**config.mk**
```make
export PLATFORM = sky130hd
export DESIGN_NAME = clock_select_and_startup_delay
export DESIGN_NICKNAME = d
export VERILOG_FILES = /design/src/core/clk_ctrl_pkg.sv /design/src/core/cnt_if.sv /design/src/core/tick_divider.sv /design/src/core/startup_counter.sv /design/src/core/clock_select_and_startup_delay.sv
export SDC_FILE = /design/constraint.sdc
export NUM_CORES = 1
export LEC_CHECK = 0
export BUFFER_PORTS_ARGS = -buffer_cell sky130_fd_sc_hd__buf_2
export CAP_MARGIN = 10
export CELL_PAD_IN_SITES_DETAIL_PLACEMENT = 1
export CELL_PAD_IN_SITES_GLOBAL_PLACEMENT = 2
export CORE_ASPECT_RATIO = 2
export CORE_MARGIN = 2
export CORE_UTILIZATION = 34
export DETAILED_ROUTE_END_ITERATION = 10
export GPL_ROUTABILITY_DRIVEN = 1
export PLACE_DENSITY_LB_ADDON = 0.2
export SLEW_MARGIN = 20
export SYNTH_ARGS = -nofsm -noshare
export SYNTH_HDL_FRONTEND = slang
export SYNTH_HIERARCHICAL = 1
export SYNTH_SLANG_ARGS = --single-unit
```
**constraint.sdc**
```tcl
create_clock -name sys_clk -period 4.7 [get_ports sys_clk]
set_clock_uncertainty 0.05 [all_clocks]
set_input_delay 0.94 -clock sys_clk [delete_from_list [all_inputs] [get_ports sys_clk]]
set_output_delay 0.94 -clock sys_clk [all_outputs]
set_load 0.01 [all_outputs]
```
**src/core/clk_ctrl_pkg.sv**
```systemverilog
package clk_ctrl_pkg;
  // timing
  localparam int SYS_FREQ_HZ   = 100_000_000;
  localparam int WDT_FREQ_HZ   = 128_000;
  localparam int WDT_DIV       = SYS_FREQ_HZ / WDT_FREQ_HZ;
  localparam int DIV8_RATIO    = 8;
  localparam int TOUT_SHORT_CYC = 4096;
  localparam int TOUT_LONG_CYC  = 8192;
  localparam int EXT_START_CK  = 6;
  localparam int RC_START_CK   = 6;
  localparam int RES_SHORT_CK  = 258;
  localparam int RES_LONG_CK   = 1024;
  localparam int XTAL_START_CK = 16384;
  localparam int LF_START_CK   = 32768;
  localparam int CNT_W         = 16;
  localparam int DIV_W         = 16;

  // fuse polarity and shipped defaults
  localparam logic       FUSE_PROG   = 1'b0;
  localparam logic [3:0] SRC_F_RESET   = 4'h2;
  localparam logic [1:0] START_F_RESET = 2'h2;
  localparam logic       DIV8_RESET  = 1'b0;

  // register map
  localparam int          ADDR_W        = 4;
  localparam logic [3:0]  REG_SLEEP     = 4'h0;
  localparam logic [3:0]  REG_STATUS    = 4'h4;
  localparam int          ST_SRC_LSB    = 0;
  localparam int          ST_START_LSB  = 4;
  localparam int          ST_DIV8_BIT   = 6;
  localparam int          ST_ILLEGAL_BIT = 7;
  localparam int          ST_STATE_LSB  = 8;
  localparam int          ST_RESET_BIT  = 12;
  localparam logic [2:0]  SLEEP_CODES   = 3'h6;

  // gate vector positions
  localparam int G_CORE = 0;
  localparam int G_PERI = 1;
  localparam int G_PROG = 2;
  localparam int G_ASY  = 3;
  localparam int G_CONV = 4;

  typedef enum logic [2:0] {
    sm_active, sm_idle, sm_adc_noise, sm_power_down, sm_power_save,
    sm_standby
  } sleep_mode_e;

  typedef enum logic [2:0] {
    src_ext, src_reserved, src_rc_cal, src_rc128k, src_lf_xtal,
    src_full_xtal, src_lp_xtal
  } source_e;
endpackage

```
**src/core/cnt_if.sv**
```systemverilog
`timescale 1ns/1ps
interface cnt_if #(parameter int W = 16);
  logic         clear;
  logic         tick;
  logic [W-1:0] target;
  logic         done;
  modport ctrl (output clear, output tick, output target, input done);
  modport cnt  (input clear, input tick, input target, output done);
endinterface

```
**src/core/tick_divider.sv**
```systemverilog
`timescale 1ns/1ps
module tick_divider
  import clk_ctrl_pkg::*;
#(
  parameter int W = 16
)(
  input  wire logic         sys_clk,
  input  wire logic         rst,
  input  wire logic [W-1:0] divisor,
  output logic              tick
);
  typedef struct packed {
    logic [W-1:0] cnt;
    logic         tick;
  } div_s;
  div_s q;
  div_s n;

  always_comb
  begin
    n = q;
    n.tick = 1'b0;
    if (q.cnt >= divisor - W'(1))
    begin
      n.cnt = '0;
      n.tick = 1'b1;
    end
    else
      n.cnt = q.cnt + W'(1);
  end

  always_ff @(posedge sys_clk or posedge rst)
  begin
    if (rst)
      q <= '0;
    else
      q <= n;
  end

  assign tick = q.tick;
endmodule

```
**src/core/startup_counter.sv**
```systemverilog
`timescale 1ns/1ps
module startup_counter
  import clk_ctrl_pkg::*;
#(
  parameter int W = 16
)(
  input  wire logic sys_clk,
  input  wire logic rst,
  cnt_if.cnt        c
);
  typedef struct packed {
    logic [W-1:0] count;
  } cnt_s;
  cnt_s q;
  cnt_s n;

  // counts tick pulses, saturates at target
  always_comb
  begin
    n = q;
    if (c.clear)
      n.count = '0;
    else if (c.tick && q.count != c.target)
      n.count = q.count + W'(1);
  end

  always_ff @(posedge sys_clk or posedge rst)
  begin
    if (rst)
      q <= '0;
    else
      q <= n;
  end

  assign c.done = (q.count == c.target);
endmodule

```
**src/core/clock_select_and_startup_delay.sv**
```systemverilog
// Functional notes
// - decode the four-bit source field into the seven source kinds.
// - fuse bit 1 means unprogrammed, 0 means programmed.
// - shipped default is calibrated RC, divide-by-eight programmed, field 0010.
// - shipped default startup field is 10, longest time-out.
// - internal reset held; time-out starts only after other sources release.
// - time-out counted in watchdog cycles, length from both fuse fields.
// - time-out lengths are 0, 4096 or 8192 watchdog cycles.
// - time-out releases on count only; a supply drop sends it back to hold.
// - supply drop detector holds reset; zero time-out then allowed.
// - selected source feeds the core, peripheral, program memory and converter domains.
// - unused domain clocks gated according to the sleep mode.
// - peripheral clock drives timers; some interrupts detected asynchronously.
// - serial start detection async when halted; address match always.
// - program memory clock runs together with core clock.
// - async timer domain fed by external source, runs during idle, noise reduction and power-save sleep.
// - converter domain keeps running in noise reduction sleep.
// - after time-out, source cycle count holds reset before execution.
// - wake from power-save or power-down uses only start-up count.
//
// The register addresses and strobed register access were decided locally.
`timescale 1ns/1ps
module clock_select_and_startup_delay
  import clk_ctrl_pkg::*;
#(
  parameter int XTAL_START = XTAL_START_CK,
  parameter int LF_START   = LF_START_CK,
  parameter int TOUT_LONG  = TOUT_LONG_CYC,
  parameter int TOUT_SHORT = TOUT_SHORT_CYC,
  parameter int WDT_RATIO  = WDT_DIV
)(
  input  wire logic              sys_clk,
  input  wire logic              rst,
  input  wire logic [3:0]        clock_source_select_fuses,
  input  wire logic [1:0]        startup_time_fuses,
  input  wire logic              divide_by_eight_fuse,
  input  wire logic              other_reset_req,
  input  wire logic              supply_drop_hold,
  input  wire logic              sleep_enter,
  input  wire logic              wake_evt,
  input  wire logic              async_src_tick,
  input  wire logic [ADDR_W-1:0] reg_addr,
  input  wire logic [31:0]       reg_wdata,
  input  wire logic              reg_wr,
  input  wire logic              reg_rd,
  output logic [31:0]            reg_rdata,
  output logic                   internal_reset,
  output logic                   core_clock,
  output logic                   peripheral_clock,
  output logic                   program_memory_clock,
  output logic                   async_timer_clock,
  output logic                   converter_clock,
  output source_e                source_kind,
  output logic                   async_irq_detect_en,
  output logic                   serial_start_async_en,
  output logic                   two_wire_addr_match_en
);
  typedef enum logic [2:0] {
    st_hold, st_timeout, st_startup, st_run, st_sleep, st_wake
  } state_e;

  typedef struct packed {
    state_e      st;
    sleep_mode_e mode;
    logic [3:0]  src_f;
    logic [1:0]  start_f;
    logic        div8;
    logic        illegal;
    logic        rst_out;
    logic [4:0]  gate;
    logic [31:0] rdata;
  } ctl_s;

  ctl_s q;
  ctl_s n;

  cnt_if #(.W(CNT_W)) ctr ();

  logic wdt_tick;
  logic div_tick;
  logic sys_tick;
  logic other_any;
  logic illegal_now;

  function automatic source_e decode_src(input logic [3:0] f);
    source_e s;
    s = src_reserved;
    if (f[3])
      s = src_lp_xtal;
    else if (f[2:1] == 2'h3)
      s = src_full_xtal;
    else if (f[2:1] == 2'h2)
      s = src_lf_xtal;
    else if (f == 4'h3)
      s = src_rc128k;
    else if (f == 4'h2)
      s = src_rc_cal;
    else if (f == 4'h0)
      s = src_ext;
    return s;
  endfunction

  // watchdog cycles; full and low-power crystal rows use source bit 0 as a third select bit
  function automatic logic [CNT_W-1:0] tout_cycles(input logic [3:0] f,
                                                   input logic [1:0] s);
    logic [2:0]       idx;
    logic [CNT_W-1:0] t;
    idx = {f[0], s};
    t = CNT_W'(TOUT_LONG);
    if (f[3] || f[2:1] == 2'h3)
    begin
      if (idx == 3'h2 || idx == 3'h5)
        t = '0;
      else if (idx == 3'h0 || idx == 3'h3 || idx == 3'h6)
        t = CNT_W'(TOUT_SHORT);
    end
    else if (s == 2'h0)
      t = '0;
    else if (s == 2'h1)
      t = CNT_W'(TOUT_SHORT);
    return t;
  endfunction

  function automatic logic [CNT_W-1:0] start_cycles(input logic [3:0] f,
                                                    input logic [1:0] s);
    logic [2:0]       idx;
    logic [CNT_W-1:0] t;
    idx = {f[0], s};
    t = CNT_W'(RC_START_CK);
    case (decode_src(f))
      src_ext:     t = CNT_W'(EXT_START_CK);
      src_lf_xtal: t = CNT_W'(LF_START);
      src_lp_xtal, src_full_xtal:
      begin
        if (idx <= 3'h1)
          t = CNT_W'(RES_SHORT_CK);
        else if (idx <= 3'h4)
          t = CNT_W'(RES_LONG_CK);
        else
          t = CNT_W'(XTAL_START);
      end
      default:     t = CNT_W'(RC_START_CK);
    endcase
    return t;
  endfunction

  tick_divider #(.W(DIV_W)) u_wdt_div (
    .sys_clk (sys_clk),
    .rst     (rst),
    .divisor (DIV_W'(WDT_RATIO)),
    .tick    (wdt_tick)
  );

  tick_divider #(.W(DIV_W)) u_sys_div (
    .sys_clk (sys_clk),
    .rst     (rst),
    .divisor (DIV_W'(DIV8_RATIO)),
    .tick    (div_tick)
  );

  startup_counter #(.W(CNT_W)) u_cnt (
    .sys_clk (sys_clk),
    .rst     (rst),
    .c       (ctr)
  );

  // supply detector is just another reset source here
  assign other_any = other_reset_req | supply_drop_hold;
  assign illegal_now = decode_src(clock_source_select_fuses)
                       == src_reserved;
  assign sys_tick = (q.div8 == FUSE_PROG) ? div_tick : 1'b1;

  // counter paces in watchdog cycles during time-out, source cycles else
  assign ctr.tick = (q.st == st_timeout) ? wdt_tick : 1'b1;
  assign ctr.target = (q.st == st_timeout) ? tout_cycles(q.src_f, q.start_f)
                                           : start_cycles(q.src_f, q.start_f);
  assign ctr.clear = (n.st != q.st) || (q.st == st_hold);

  always_comb
  begin
    n = q;
    n.rdata = '0;
    case (q.st)
      st_hold:
      begin
        // fuses follow the pins only while held, stable afterwards
        n.src_f = clock_source_select_fuses;
        n.start_f = startup_time_fuses;
        n.div8 = divide_by_eight_fuse;
        n.illegal = illegal_now;
        if (!illegal_now)
          n.st = st_timeout;
      end
      st_timeout:
        if (ctr.done)
          n.st = st_startup;
      st_startup:
        if (ctr.done)
          n.st = st_run;
      st_run:
        if (sleep_enter)
          n.st = st_sleep;
      st_sleep:
        if (wake_evt)
        begin
          if (q.mode == sm_power_down || q.mode == sm_power_save)
            n.st = st_wake;
          else
            n.st = st_run;
        end
      st_wake:
        if (ctr.done)
          n.st = st_run;
      default:
        n.st = st_hold;
    endcase
    if (other_any)
      n.st = st_hold;
    n.rst_out = (n.st == st_hold) || (n.st == st_timeout)
                || (n.st == st_startup);

    // domain gating; async timer is the only one alive in power-save
    n.gate = '0;
    if (n.st == st_run)
      n.gate = 5'h1f;
    else if (n.st == st_sleep)
    begin
      case (n.mode)
        sm_idle:
        begin
          n.gate[G_PERI] = 1'b1;
          n.gate[G_ASY] = 1'b1;
          n.gate[G_CONV] = 1'b1;
        end
        sm_adc_noise:
        begin
          n.gate[G_ASY] = 1'b1;
          n.gate[G_CONV] = 1'b1;
        end
        sm_power_save:
          n.gate[G_ASY] = 1'b1;
        sm_active:
          n.gate = 5'h1f;
        default:
          n.gate = '0;
      endcase
    end

    if (reg_wr && reg_addr == REG_SLEEP && reg_wdata[2:0] < SLEEP_CODES)
      n.mode = sleep_mode_e'(reg_wdata[2:0]);
    if (reg_rd)
    begin
      if (reg_addr == REG_SLEEP)
        n.rdata = {29'h0, q.mode};
      else if (reg_addr == REG_STATUS)
      begin
        n.rdata[ST_SRC_LSB +: 4] = q.src_f;
        n.rdata[ST_START_LSB +: 2] = q.start_f;
        n.rdata[ST_DIV8_BIT] = q.div8;
        n.rdata[ST_ILLEGAL_BIT] = q.illegal;
        n.rdata[ST_STATE_LSB +: 3] = q.st;
        n.rdata[ST_RESET_BIT] = q.rst_out;
      end
    end
  end

  always_ff @(posedge sys_clk or posedge rst)
  begin
    if (rst)
    begin
      q <= '0;
      q.st <= st_hold;
      q.mode <= sm_active;
      q.src_f <= SRC_F_RESET;
      q.start_f <= START_F_RESET;
      q.div8 <= DIV8_RESET;
      q.rst_out <= 1'b1;
    end
    else
      q <= n;
  end

  assign reg_rdata = q.rdata;
  assign internal_reset = q.rst_out;
  assign source_kind = decode_src(q.src_f);
  assign core_clock = q.gate[G_CORE] & sys_tick;
  assign program_memory_clock = q.gate[G_PROG] & sys_tick;
  assign peripheral_clock = q.gate[G_PERI] & sys_tick;
  assign converter_clock = q.gate[G_CONV] & sys_tick;
  assign async_timer_clock = q.gate[G_ASY] & async_src_tick;
  assign async_irq_detect_en = ~q.gate[G_PERI];
  assign serial_start_async_en = ~q.gate[G_PERI];
  assign two_wire_addr_match_en = 1'b1;
endmodule

```
==> results of run 1 <==
[Yosys cell counts, drive strengths merged (3+ instances only)]
cell,instances
dfrtp,78
and4,9
and3,5
nor4b,3
nor2,36
a2111oi,4
nor4,44
nand3b,3
inv,21
clkbuf,12
mux2i,6
and2,16
a221oi,3
nand2,32
or4,8
nor3b,5
xnor2,50
a31o,3
nand4,18
o31ai,7
nor2b,6
xor2,22
or3,11
o41ai,3
nor3,16
nand2b,4
o21ai,13
buf,46
nand3,20
mux2,9
or2,5
ha,37
a21oi,27
a21o,4
dfstp,3
[worst max path at each step]
stage | end | slack, ns
3_3_place_gp | u_cnt/q[5] | 1.04
3_5_place_dp | u_cnt/q[5] | 0.95
6_report | u_cnt/q[5] | 1.01
5_1_grt | u_cnt/q[14] | 0.68
4_1_cts | u_cnt/q[5] | 0.94
2_1_floorplan | u_cnt/q[0] | 0.95
[per-stage QoR]
step           hold slack (ns)  cells
3_3_place_gp             0.415    945
3_5_place_dp             0.426    945
6_report                 0.433    961
2_1_floorplan            0.404    740
4_1_cts                  0.438    961
5_1_grt                  0.471    961
[per-layer routing]
metal,wire [µm],up-vias,GRT usage [%],share of wire [%]
met5,0,-,0,0
met4,258,0,4.82,1.8
met3,521,12,3.09,3.7
met2,6430,75,25.1,46
met1,6790,2281,21.4,48
li1,-,2356,-,-
[area by class of cell]
| cell class | count | area [µm²] | area share, % |
|---|---|---|---|
| multi-input combinational | 579 | 3840 | 56.8 |
| inverter | 21 | 78.8 | 1.17 |
| timing repair buffer | 54 | 293 | 4.33 |
| clock buffer | 12 | 236 | 3.50 |
| sequential | 81 | 2030 | 30.0 |
| tap | 210 | 263 | 3.88 |
| clock inverter | 4 | 20.0 | 0.296 |
[logic make-up after synthesis]
group,count (synthesis),synth area share [%]
AO/OA/AOI/OAI,82,11.1
flip-flops,81,34.5
multiplexers,15,2.74
XOR/XNOR,72,10.8
buffers and inverters,80,8.22
AND/OR/NAND/NOR,247,24.7
other,2,0.127
adder cells (fa/ha/maj),37,7.86
[worst max-delay path, delay by kind of cell, from the launching register on]
family | cells | cell delay [ns]
XOR/XNOR | 1 | 0.16
AO/OA/AOI/OAI | 2 | 0.28
buffers and inverters | 3 | 0.64
multiplexers | 1 | 0.30
flip-flops | 1 | 0.50
AND/OR/NAND/NOR | 8 | 1.63
[power by group through the flow]
stage,logic [W],clock network [W],registers [W]
after floorplan,0.000468,0,0.000901
after global placement,0.000514,0,0.000961
final,0.000536,0.000631,0.000953
after global routing,0.000620,0.000684,0.000970
after CTS,0.000537,0.000656,0.000952
after detailed placement,0.000534,0,0.000963
[state kept, by name (all words and copies together), names as in the netlist]
| name | flops |
|---|---|
| u_cnt/q | 16 |
| internal_reset | 1 |
| u_sys_div/tick | 1 |
| reg_rdata | 12 |
| u_wdt_div/tick | 1 |
| u_wdt_div/q | 16 |
| q | 18 |
| u_sys_div/q | 16 |
==> results.md, run 1 <==
- Sink Count: 81
- Core Area: 17100 µm²
- Max-slew headroom: 31.7%
- # setup viols final: 0
- Worst r2r path cells: 15
- Crit path cell chain: nor3b_1, buf_4, or2_2, nor3_1, xnor2_1, nand4_1, nor4_1, buf_4, or2_2, a31oi_1, and2_1, o211ai_1, buf_4, nor2_1, mux2_1
- FP Rows: 68
- CTS buffer count: 9
- Crit path DAT: 3.86 ns
- Area contributors post-synth: dfrtp_1, ha_1, xnor2_1
- CTS resizes: 0
- Hold Path Depth: 1
- Initial antenna violation count: 0
- R2R setup slack: 1.01 ns
- Chip width: 97.1 µm
- Share of the synthesized area in the top cell type: 33.1%
- CP max stage cell: dfrtp_1
- Hold Startpoint: q[38]
- Maxcap violations: 0
- Post-DP HPWL: 10.8 mm
- Max Clock Freq: 271 MHz
- Endpoints failing hold: 0
- Avg WL per Cell: 14.6 µm
- Clock tree buffer depth: 2
- Clock share of power: 29.8%
- Worst ir drop on vdd: 0.156 mV
- Largest net degree at the start of global routing: 28
- DRC Markers: 0
- Switching power: 0.000719 W
- Sequential share of power: 45.0%
- Mapped Area: 5890 µm²
- Synth Instances: 616
- Most frequent cells in the layout: conb_1, dfrtp_1, xnor2_1
- Sequential fraction of the synthesis area: 34.5%
- Post-route cell area: 6770 µm²
- Syn avg cell area: 9.57 µm²
- Yosys Warn Count: 6
- GRT Residual Overflow: 0
- Setup crit end kind: flop
- I/O Pins: 96
- Final min period: 3.69 ns
- Layout cells sized above 1: 14.6%
- Worst path required time: 4.87 ns
- Leak Pwr: 3.07 nW
- CP startpoint kind: flop
- Global placement routability congestion: 0.761
- Vias in the first global route: 4685
- Tcrit/Tclk final: 78.6%
- Class of the worst hold path: flop to flop
- Post-CTS setup buffer count: 0
- Slew @ Worst Pin: 1.02 ns
- Number of antenna diodes: 0
- Vias/cell: 4.92
- Depth of the CTS H-tree: 3
- RSZ-0062 raised after global routing: false
- WL final: 14.0 mm
- Status: finished, final reports clean
- DR iter-0 viols: 155
- # fillers: 2038
- Core Util, Final: 39.6%
- DR vias: 4724
- R2R Path End: u_cnt/q[5]
- Overall power: 0.00212 W
- CP peak stage delay: 0.50 ns
- Initial Utilization: 34.5%
- CTS tree: built
- Die H: 190 µm
- Net Sw Frac: 33.9%
- Cell Area, Placed: 6510 µm²
- Total negative setup slack: 0 ns
- Commonest non-fill, non-tap cell in the layout: conb_1
- Power per Cell Area: 313 nW/µm²
- First-pass GRT wire length: 23.6 mm
- DR pass1 iterations: 4
- Cell mode on critical path: buf_4
- # nets final: 835
- Internal power contribution: 0.00140 W
- Combinational share of power: 25.3%
- Tot GR Track Use: 15.7%
- Critical path type: flop to flop
- Clock transition at the registers of the reported paths: 0.06 ns
- Primary FF master, synth: dfrtp_1
- Yosys top cell by area: dfrtp_1
- WHS Endpoint: reg_rdata[7]
- Share of flip-flops with an asynchronous set or reset: 100%
- CTS Hold Buffers Added: 0
- Crit-path max FO: 18
- Pre-CTS WS: 0.949 ns
- FF-to-FF Start: q[49]
- Port bufs: 45
- CP startpoint: q[49]
- Synthesized flop and latch total: 81
- Area grow syn2layout: 14.8%
- Skew-Pair Late Insertion Delay: 0.34 ns
- Post-synth EDFFs: 0
- Final antenna-violating net count: 0
- Final worst slack: 1.01 ns
- Clock root buffer: clkbuf_16
- Total die area: 18500 µm²
- Synth unique cells: 83
- Fin. max-slew vios: 0
Note: power is estimated with default switching activity, not from simulation.
==> inputs of run 2 (changes only) <==
- ABC_AREA: unset -> 1
- CORE_UTILIZATION: 34 -> 33
- clock period: 4.7 -> 3.78 ns (I/O delays scaled with it)
==> run 2 against run 1 <==
Net effect:
- sequential share of layout area fell by 3.3 points
- critical path depth increased by 11
- largest power group unchanged
- utilization decreased by 0.39 points
- wire length grew 20%
- via count increased by 25%
- final cell count up 39%
- cell area grew 12%
- worst hold slack got worse by 0.0084 ns
- largest cell class unchanged
- die area increased by 14%
- sequential power up 12%
- combinational power is 15% higher
- critical endpoint is now u_cnt/q[4]
==> results.md, run 2 <==
- Status: finished, final reports clean
- First-pass GRT wire length: 28.3 mm
- Mapped Area: 6550 µm²
- Post-DP HPWL: 13.9 mm
- Area grow syn2layout: 15.9%
- Tcrit/Tclk final: 86.9%
- Endpoints failing hold: 0
- DR vias: 5915
- Syn avg cell area: 7.05 µm²
- Setup crit end kind: flop
- Final min period: 3.28 ns
- Share of flip-flops with an asynchronous set or reset: 100%
- Dpl cells: 1314
- Global placement routability congestion: 0.814
- Sink Count: 81
- Tot GR Track Use: 16.7%
- Skew-Pair Late Insertion Delay: 0.34 ns
- R2R setup slack: 0.50 ns
- Synth unique cells: 44
- WL final: 16.8 mm
- FF-to-FF Start: q[41]
- Class of the worst hold path: flop to flop
- # nets final: 1155
- # setup viols final: 0
- R2R Path End: u_cnt/q[4]
- Maxcap violations: 0
- Yosys Warn Count: 6
- Synth Instances: 929
- Share of the synthesized area in the top cell type: 29.8%
- Post-synth EDFFs: 0
- Sequential fraction of the synthesis area: 31.0%
- GRT Residual Overflow: 0
- Largest Register: q
- Leak Pwr: 4.05 nW
- Clock share of power: 37.0%
- DRC Markers: 0
- Hold Path Depth: 2
- Core Area: 19400 µm²
- Pre-CTS WS: 0.298 ns
- Overall power: 0.00268 W
- Largest net degree at the start of global routing: 32
- Internal power contribution: 0.00180 W
- CTS tree: built
- CTS buffer count: 9
- Vias in the first global route: 6117
- WHS Endpoint: reg_rdata[12]
- Top-count cell post-synth: nand2_1
- I/O Pins: 96
- Vias/cell: 4.44
- Power per Cell Area: 353 nW/µm²
- Hold Startpoint: internal_reset
- Fin. max-slew vios: 0
- Slew @ Worst Pin: 0.712 ns
- Final worst slack: 0.497 ns
- DR pass1 iterations: 4
- Chip width: 104 µm
- Clock root buffer: clkbuf_16
- Worst ir drop on vdd: 0.255 mV
- Layout cells sized above 1: 13.0%
- Post-CTS setup buffer count: 0
- Hold Worst Slack: 0.425 ns
- Sequential share of power: 40.1%
- Combinational share of power: 22.9%
- Port bufs: 45
- Net Sw Frac: 32.7%
- Depth of the CTS H-tree: 3
- Total die area: 21000 µm²
- DR iter-0 viols: 60
- Synth top cells by count: nand2_1, inv_1, nor2_1
- Clock transition at the registers of the reported paths: 0.06 ns
- Primary FF master, synth: dfrtp_1
- Most frequent cells in the layout: nand2_1, nor2_1, inv_1
- Max Clock Freq: 305 MHz
- Initial antenna violation count: 0
- Total negative setup slack: 0 ns
- Crit path DAT: 3.52 ns
- Clock tree buffer depth: 2
- Fin cells: 1331
- RSZ-0062 raised after global routing: false
- Largest register FFs: 18
- Crit-path max FO: 28
- Critical path type: flop to flop
- Worst path required time: 4.01 ns
- CTS resizes: 0
- Avg WL per Cell: 12.7 µm
- CP startpoint kind: flop
- Final antenna-violating net count: 0
- FP Rows: 72
- Yosys top cell by area: dfrtp_1
- Worst r2r path cells: 26
- CTS Hold Buffers Added: 0
- Max-slew headroom: 52.5%
- Die H: 203 µm
- Area contributors post-synth: dfrtp_1, nand2_1, inv_1
- Initial Utilization: 33.8%
- Synthesized flop and latch total: 81
- Commonest non-fill, non-tap cell in the layout: nand2_1
- Switching power: 0.000876 W
[run 2: routing by layer]
| metal | wire length [µm] | vias up | global-route usage (%) |
|---|---|---|---|
| li1 | - | 3029 | - |
| met1 | 6140 | 2798 | 16.0 |
| met2 | 9820 | 62 | 34.8 |
| met3 | 353 | 26 | 2.01 |
| met4 | 523 | 0 | 7.34 |
| met5 | 0 | - | 0 |
[run 2: through the flow]
| stage | utilization (%) | area (µm²) |
|---|---|---|
| 2_1_floorplan | - | 7020 |
| 3_3_place_gp | 37.4 | 7240 |
| 3_5_place_dp | 37.4 | 7240 |
| 4_1_cts | 39.1 | 7580 |
| 5_1_grt | 39.2 | 7580 |
| 6_report | 39.2 | 7590 |
[run 2: power groups by stage]
stage / Clock [W] / Sequential [W] / Combinational (W)
final: 0.000992 / 0.00107 / 0.000614
after global routing: 0.00106 / 0.00109 / 0.000737
after floorplan: 0 / 0.00106 / 0.000512
after CTS: 0.00103 / 0.00108 / 0.000616
after global placement: 0 / 0.00109 / 0.000598
after detailed placement: 0 / 0.00109 / 0.000612
[run 2: worst max-delay path, cell delays in order, from the launching register on]
cell and delay, ns:
dfstp_2 0.57, inv_1 0.08, nor2_1 0.13, o21bai_1 0.14, nand3_1 0.11, a211oi_2 0.24, inv_1 0.06, nand2_1 0.06
nand2_1 0.05, nor2_1 0.10, nand2_1 0.06, nor2_2 0.14, nand2_4 0.05, inv_1 0.07, inv_1 0.07, nand4_1 0.09
nand2_1 0.06, nor2_1 0.12, nand2_2 0.12, nand3_1 0.09, nand2_1 0.05, nor2_1 0.11, nand2_1 0.08, inv_2 0.12
buf_12 0.19, nand4_1 0.12, nand2_1 0.09
[run 2: how the worst max path moves through the flow]
stage / start / to / slack, ns / depth (start not counted)
after CTS: q[41] / u_cnt/q[9] / 0.29 / 26
after global placement: q[41] / u_cnt/q[4] / 0.31 / 26
after global routing: q[41] / u_cnt/q[8] / 0.04 / 27
after detailed placement: q[41] / u_cnt/q[9] / 0.30 / 26
final: q[41] / u_cnt/q[4] / 0.50 / 26
after floorplan: q[41] / u_cnt/q[1] / 0.59 / 27
[run 2: final cells by class]
class,count,area [µm²]
diodes,1,2.50
clock buffers,11,253
clock inverters,5,86.3
fillers,2527,11800
inverters,144,546
multi-input cells,780,4070
flip-flops and latches,81,2030
well taps,259,324
repair buffers,50,275
[run 2: logic make-up (layout without fill, tap and decap cells)]
logic type      after synthesis  in the layout  share of synthesized area (%)
compound gates               58             58                           5.18
xor+xnor                     45             45                           6.02
fa+ha+maj                    37             37                           7.07
buf+inv                     194            210                           14.1
flops                        81             81                           31.0
other cells                   2            129                          0.115
simple gates                512            512                           36.5
==> inputs of run 3 (changes only) <==
- MAX_ROUTING_LAYER: unset -> met4
==> run 3 against run 2 <==
Net effect:
- first-iteration DRC count grew 8.3%
- via count about the same
- combinational power is essentially flat
- largest power group unchanged
- sequential power is essentially flat
- utilization did not move
- maximum frequency hardly changed
- worst setup slack worse by 0.0017 ns
==> results.md, run 3 (synthesis results as in run 2) <==
- Hold Path Depth: 2
- DR iter-0 viols: 65
- Skew-Pair Late Insertion Delay: 0.34 ns
- Largest net degree at the start of global routing: 32
- CTS Hold Buffers Added: 0
- CP startpoint kind: flop
- Total die area: 21000 µm²
- DR pass1 iterations: 4
- Clock transition at the registers of the reported paths: 0.07 ns
- Endpoints failing hold: 0
- Fin. max-slew vios: 0
- Most frequent cells in the layout: nand2_1, nor2_1, inv_1
- # setup viols final: 0
- Final min period: 3.28 ns
- GRT Residual Overflow: 0
- Crit path DAT: 3.52 ns
- Status: finished, final reports clean
- # nets final: 1155
- Slew @ Worst Pin: 0.716 ns
- DR vias: 5917
- Power per Cell Area: 353 nW/µm²
- CTS resizes: 0
- Crit-path max FO: 28
- I/O Pins: 96
- CTS tree: built
- Avg WL per Cell: 12.7 µm
- Vias in the first global route: 6107
- Total negative setup slack: 0 ns
- Worst path bufs/invs: 6
- RSZ-0062 raised after global routing: false
- Vias/cell: 4.45
- Clock tree buffer depth: 2
- Delay-heaviest family, CP: simple AND/OR/NAND/NOR gates
- Critical Path End: u_cnt/q[9]
- DRC Markers: 0
- Worst path required time: 4.01 ns
- Largest register FFs: 18
- Levels on crit path: 26
- Chip width: 104 µm
- Tcrit/Tclk final: 86.9%
- # fillers: 2527
- Post-DP HPWL: 13.9 mm
- Final antenna-violating net count: 0
- Class of the worst hold path: flop to flop
- R2R setup slack: 0.50 ns
- CP startpoint: q[41]
- Sink Count: 81
- Commonest non-fill, non-tap cell in the layout: nand2_1
- Layout cells sized above 1: 13.0%
- CP peak stage delay: 0.57 ns
- CTS buffer count: 9
- Post-CTS setup buffer count: 0
- Initial antenna violation count: 0
- R2R Path End: u_cnt/q[9]
- Cell mode on critical path: nand2_1
- Core Area: 19400 µm²
- Largest Register: q
- FF-to-FF Start: q[41]
- Worst r2r path cells: 26
- First-pass GRT wire length: 28.3 mm
- Overall power: 0.00268 W
- Die H: 203 µm
- Global placement routability congestion: 0.826
- Maxcap violations: 0
- Leak Pwr: 4.05 nW
- Port bufs: 45
- CP max stage cell: dfstp_2
- Initial Utilization: 33.8%
- Max-slew headroom: 52.2%
- Depth of the CTS H-tree: 3
- Max Clock Freq: 304 MHz
- Post-route cell area: 7590 µm²
- Clock root buffer: clkbuf_16
- FP Rows: 72
- Setup crit end kind: flop
- Worst ir drop on vdd: 0.255 mV
- Tot GR Track Use: 17.3%
- Cell Area, Placed: 7240 µm²
- Critical path type: flop to flop
- Area grow syn2layout: 15.9%
- WL final: 16.8 mm
run 3: cell counts in the layout (fill, tap and decap cells not counted):
No cell type changed its count.
run 3: routing by layer:
| layer | wire length, µm | GRT usage [%] |
|---|---|---|
| met1 | 6170 | 16.1 |
| met2 | 9810 | 34.8 |
| met3 | 343 | 1.92 |
| met4 | 520 | 7.48 |
| met5 | 0 | - |
run 3: area by class of cell:
| cell class | instances | area [µm²] | share of cell area, % |
|---|---|---|---|
| Antenna cell | 1 | 2.50 | 0.0330 |
| Clock inverter | 5 | 86.3 | 1.14 |
| Sequential cell | 81 | 2030 | 26.8 |
| Multi-Input combinational cell | 780 | 4070 | 53.6 |
| Tap cell | 259 | 324 | 4.27 |
| Timing Repair Buffer | 50 | 275 | 3.63 |
| Inverter | 144 | 546 | 7.19 |
| Clock buffer | 11 | 253 | 3.33 |
run 3: how the worst min path moves through the flow:
stage / startpoint / to / slack [ns]
2_1_floorplan: q[38] / q[38] / 0.40
3_3_place_gp: internal_reset / reg_rdata[12] / 0.41
3_5_place_dp: internal_reset / reg_rdata[12] / 0.42
4_1_cts: internal_reset / reg_rdata[12] / 0.43
5_1_grt: internal_reset / reg_rdata[12] / 0.46
6_report: internal_reset / reg_rdata[12] / 0.43
run 3: power by group:
part	switching, W	leakage (nW)	internal (W)	total, W
Combinational	0.000384	2.80	0.000230	0.000614
Sequential	0.000119	1.08	0.000954	0.00107
Clock	0.000373	0.166	0.000620	0.000992
run 3: through the flow:
step	instances	utilization (%)	setup WS, ns	hold slack, ns
after floorplan	1055	-	0.585	0.403
after global placement	1314	37.4	0.305	0.410
after detailed placement	1314	37.4	0.298	0.416
after CTS	1330	39.1	0.285	0.426
after global routing	1330	39.2	0.0445	0.463
final	1331	39.2	0.495	0.425
run 3: tightest hold or removal path, cell delays in order (launching register included):
cell	delay, ns
dfstp_2	0.37
inv_1	0.04
nor2_1	0.04
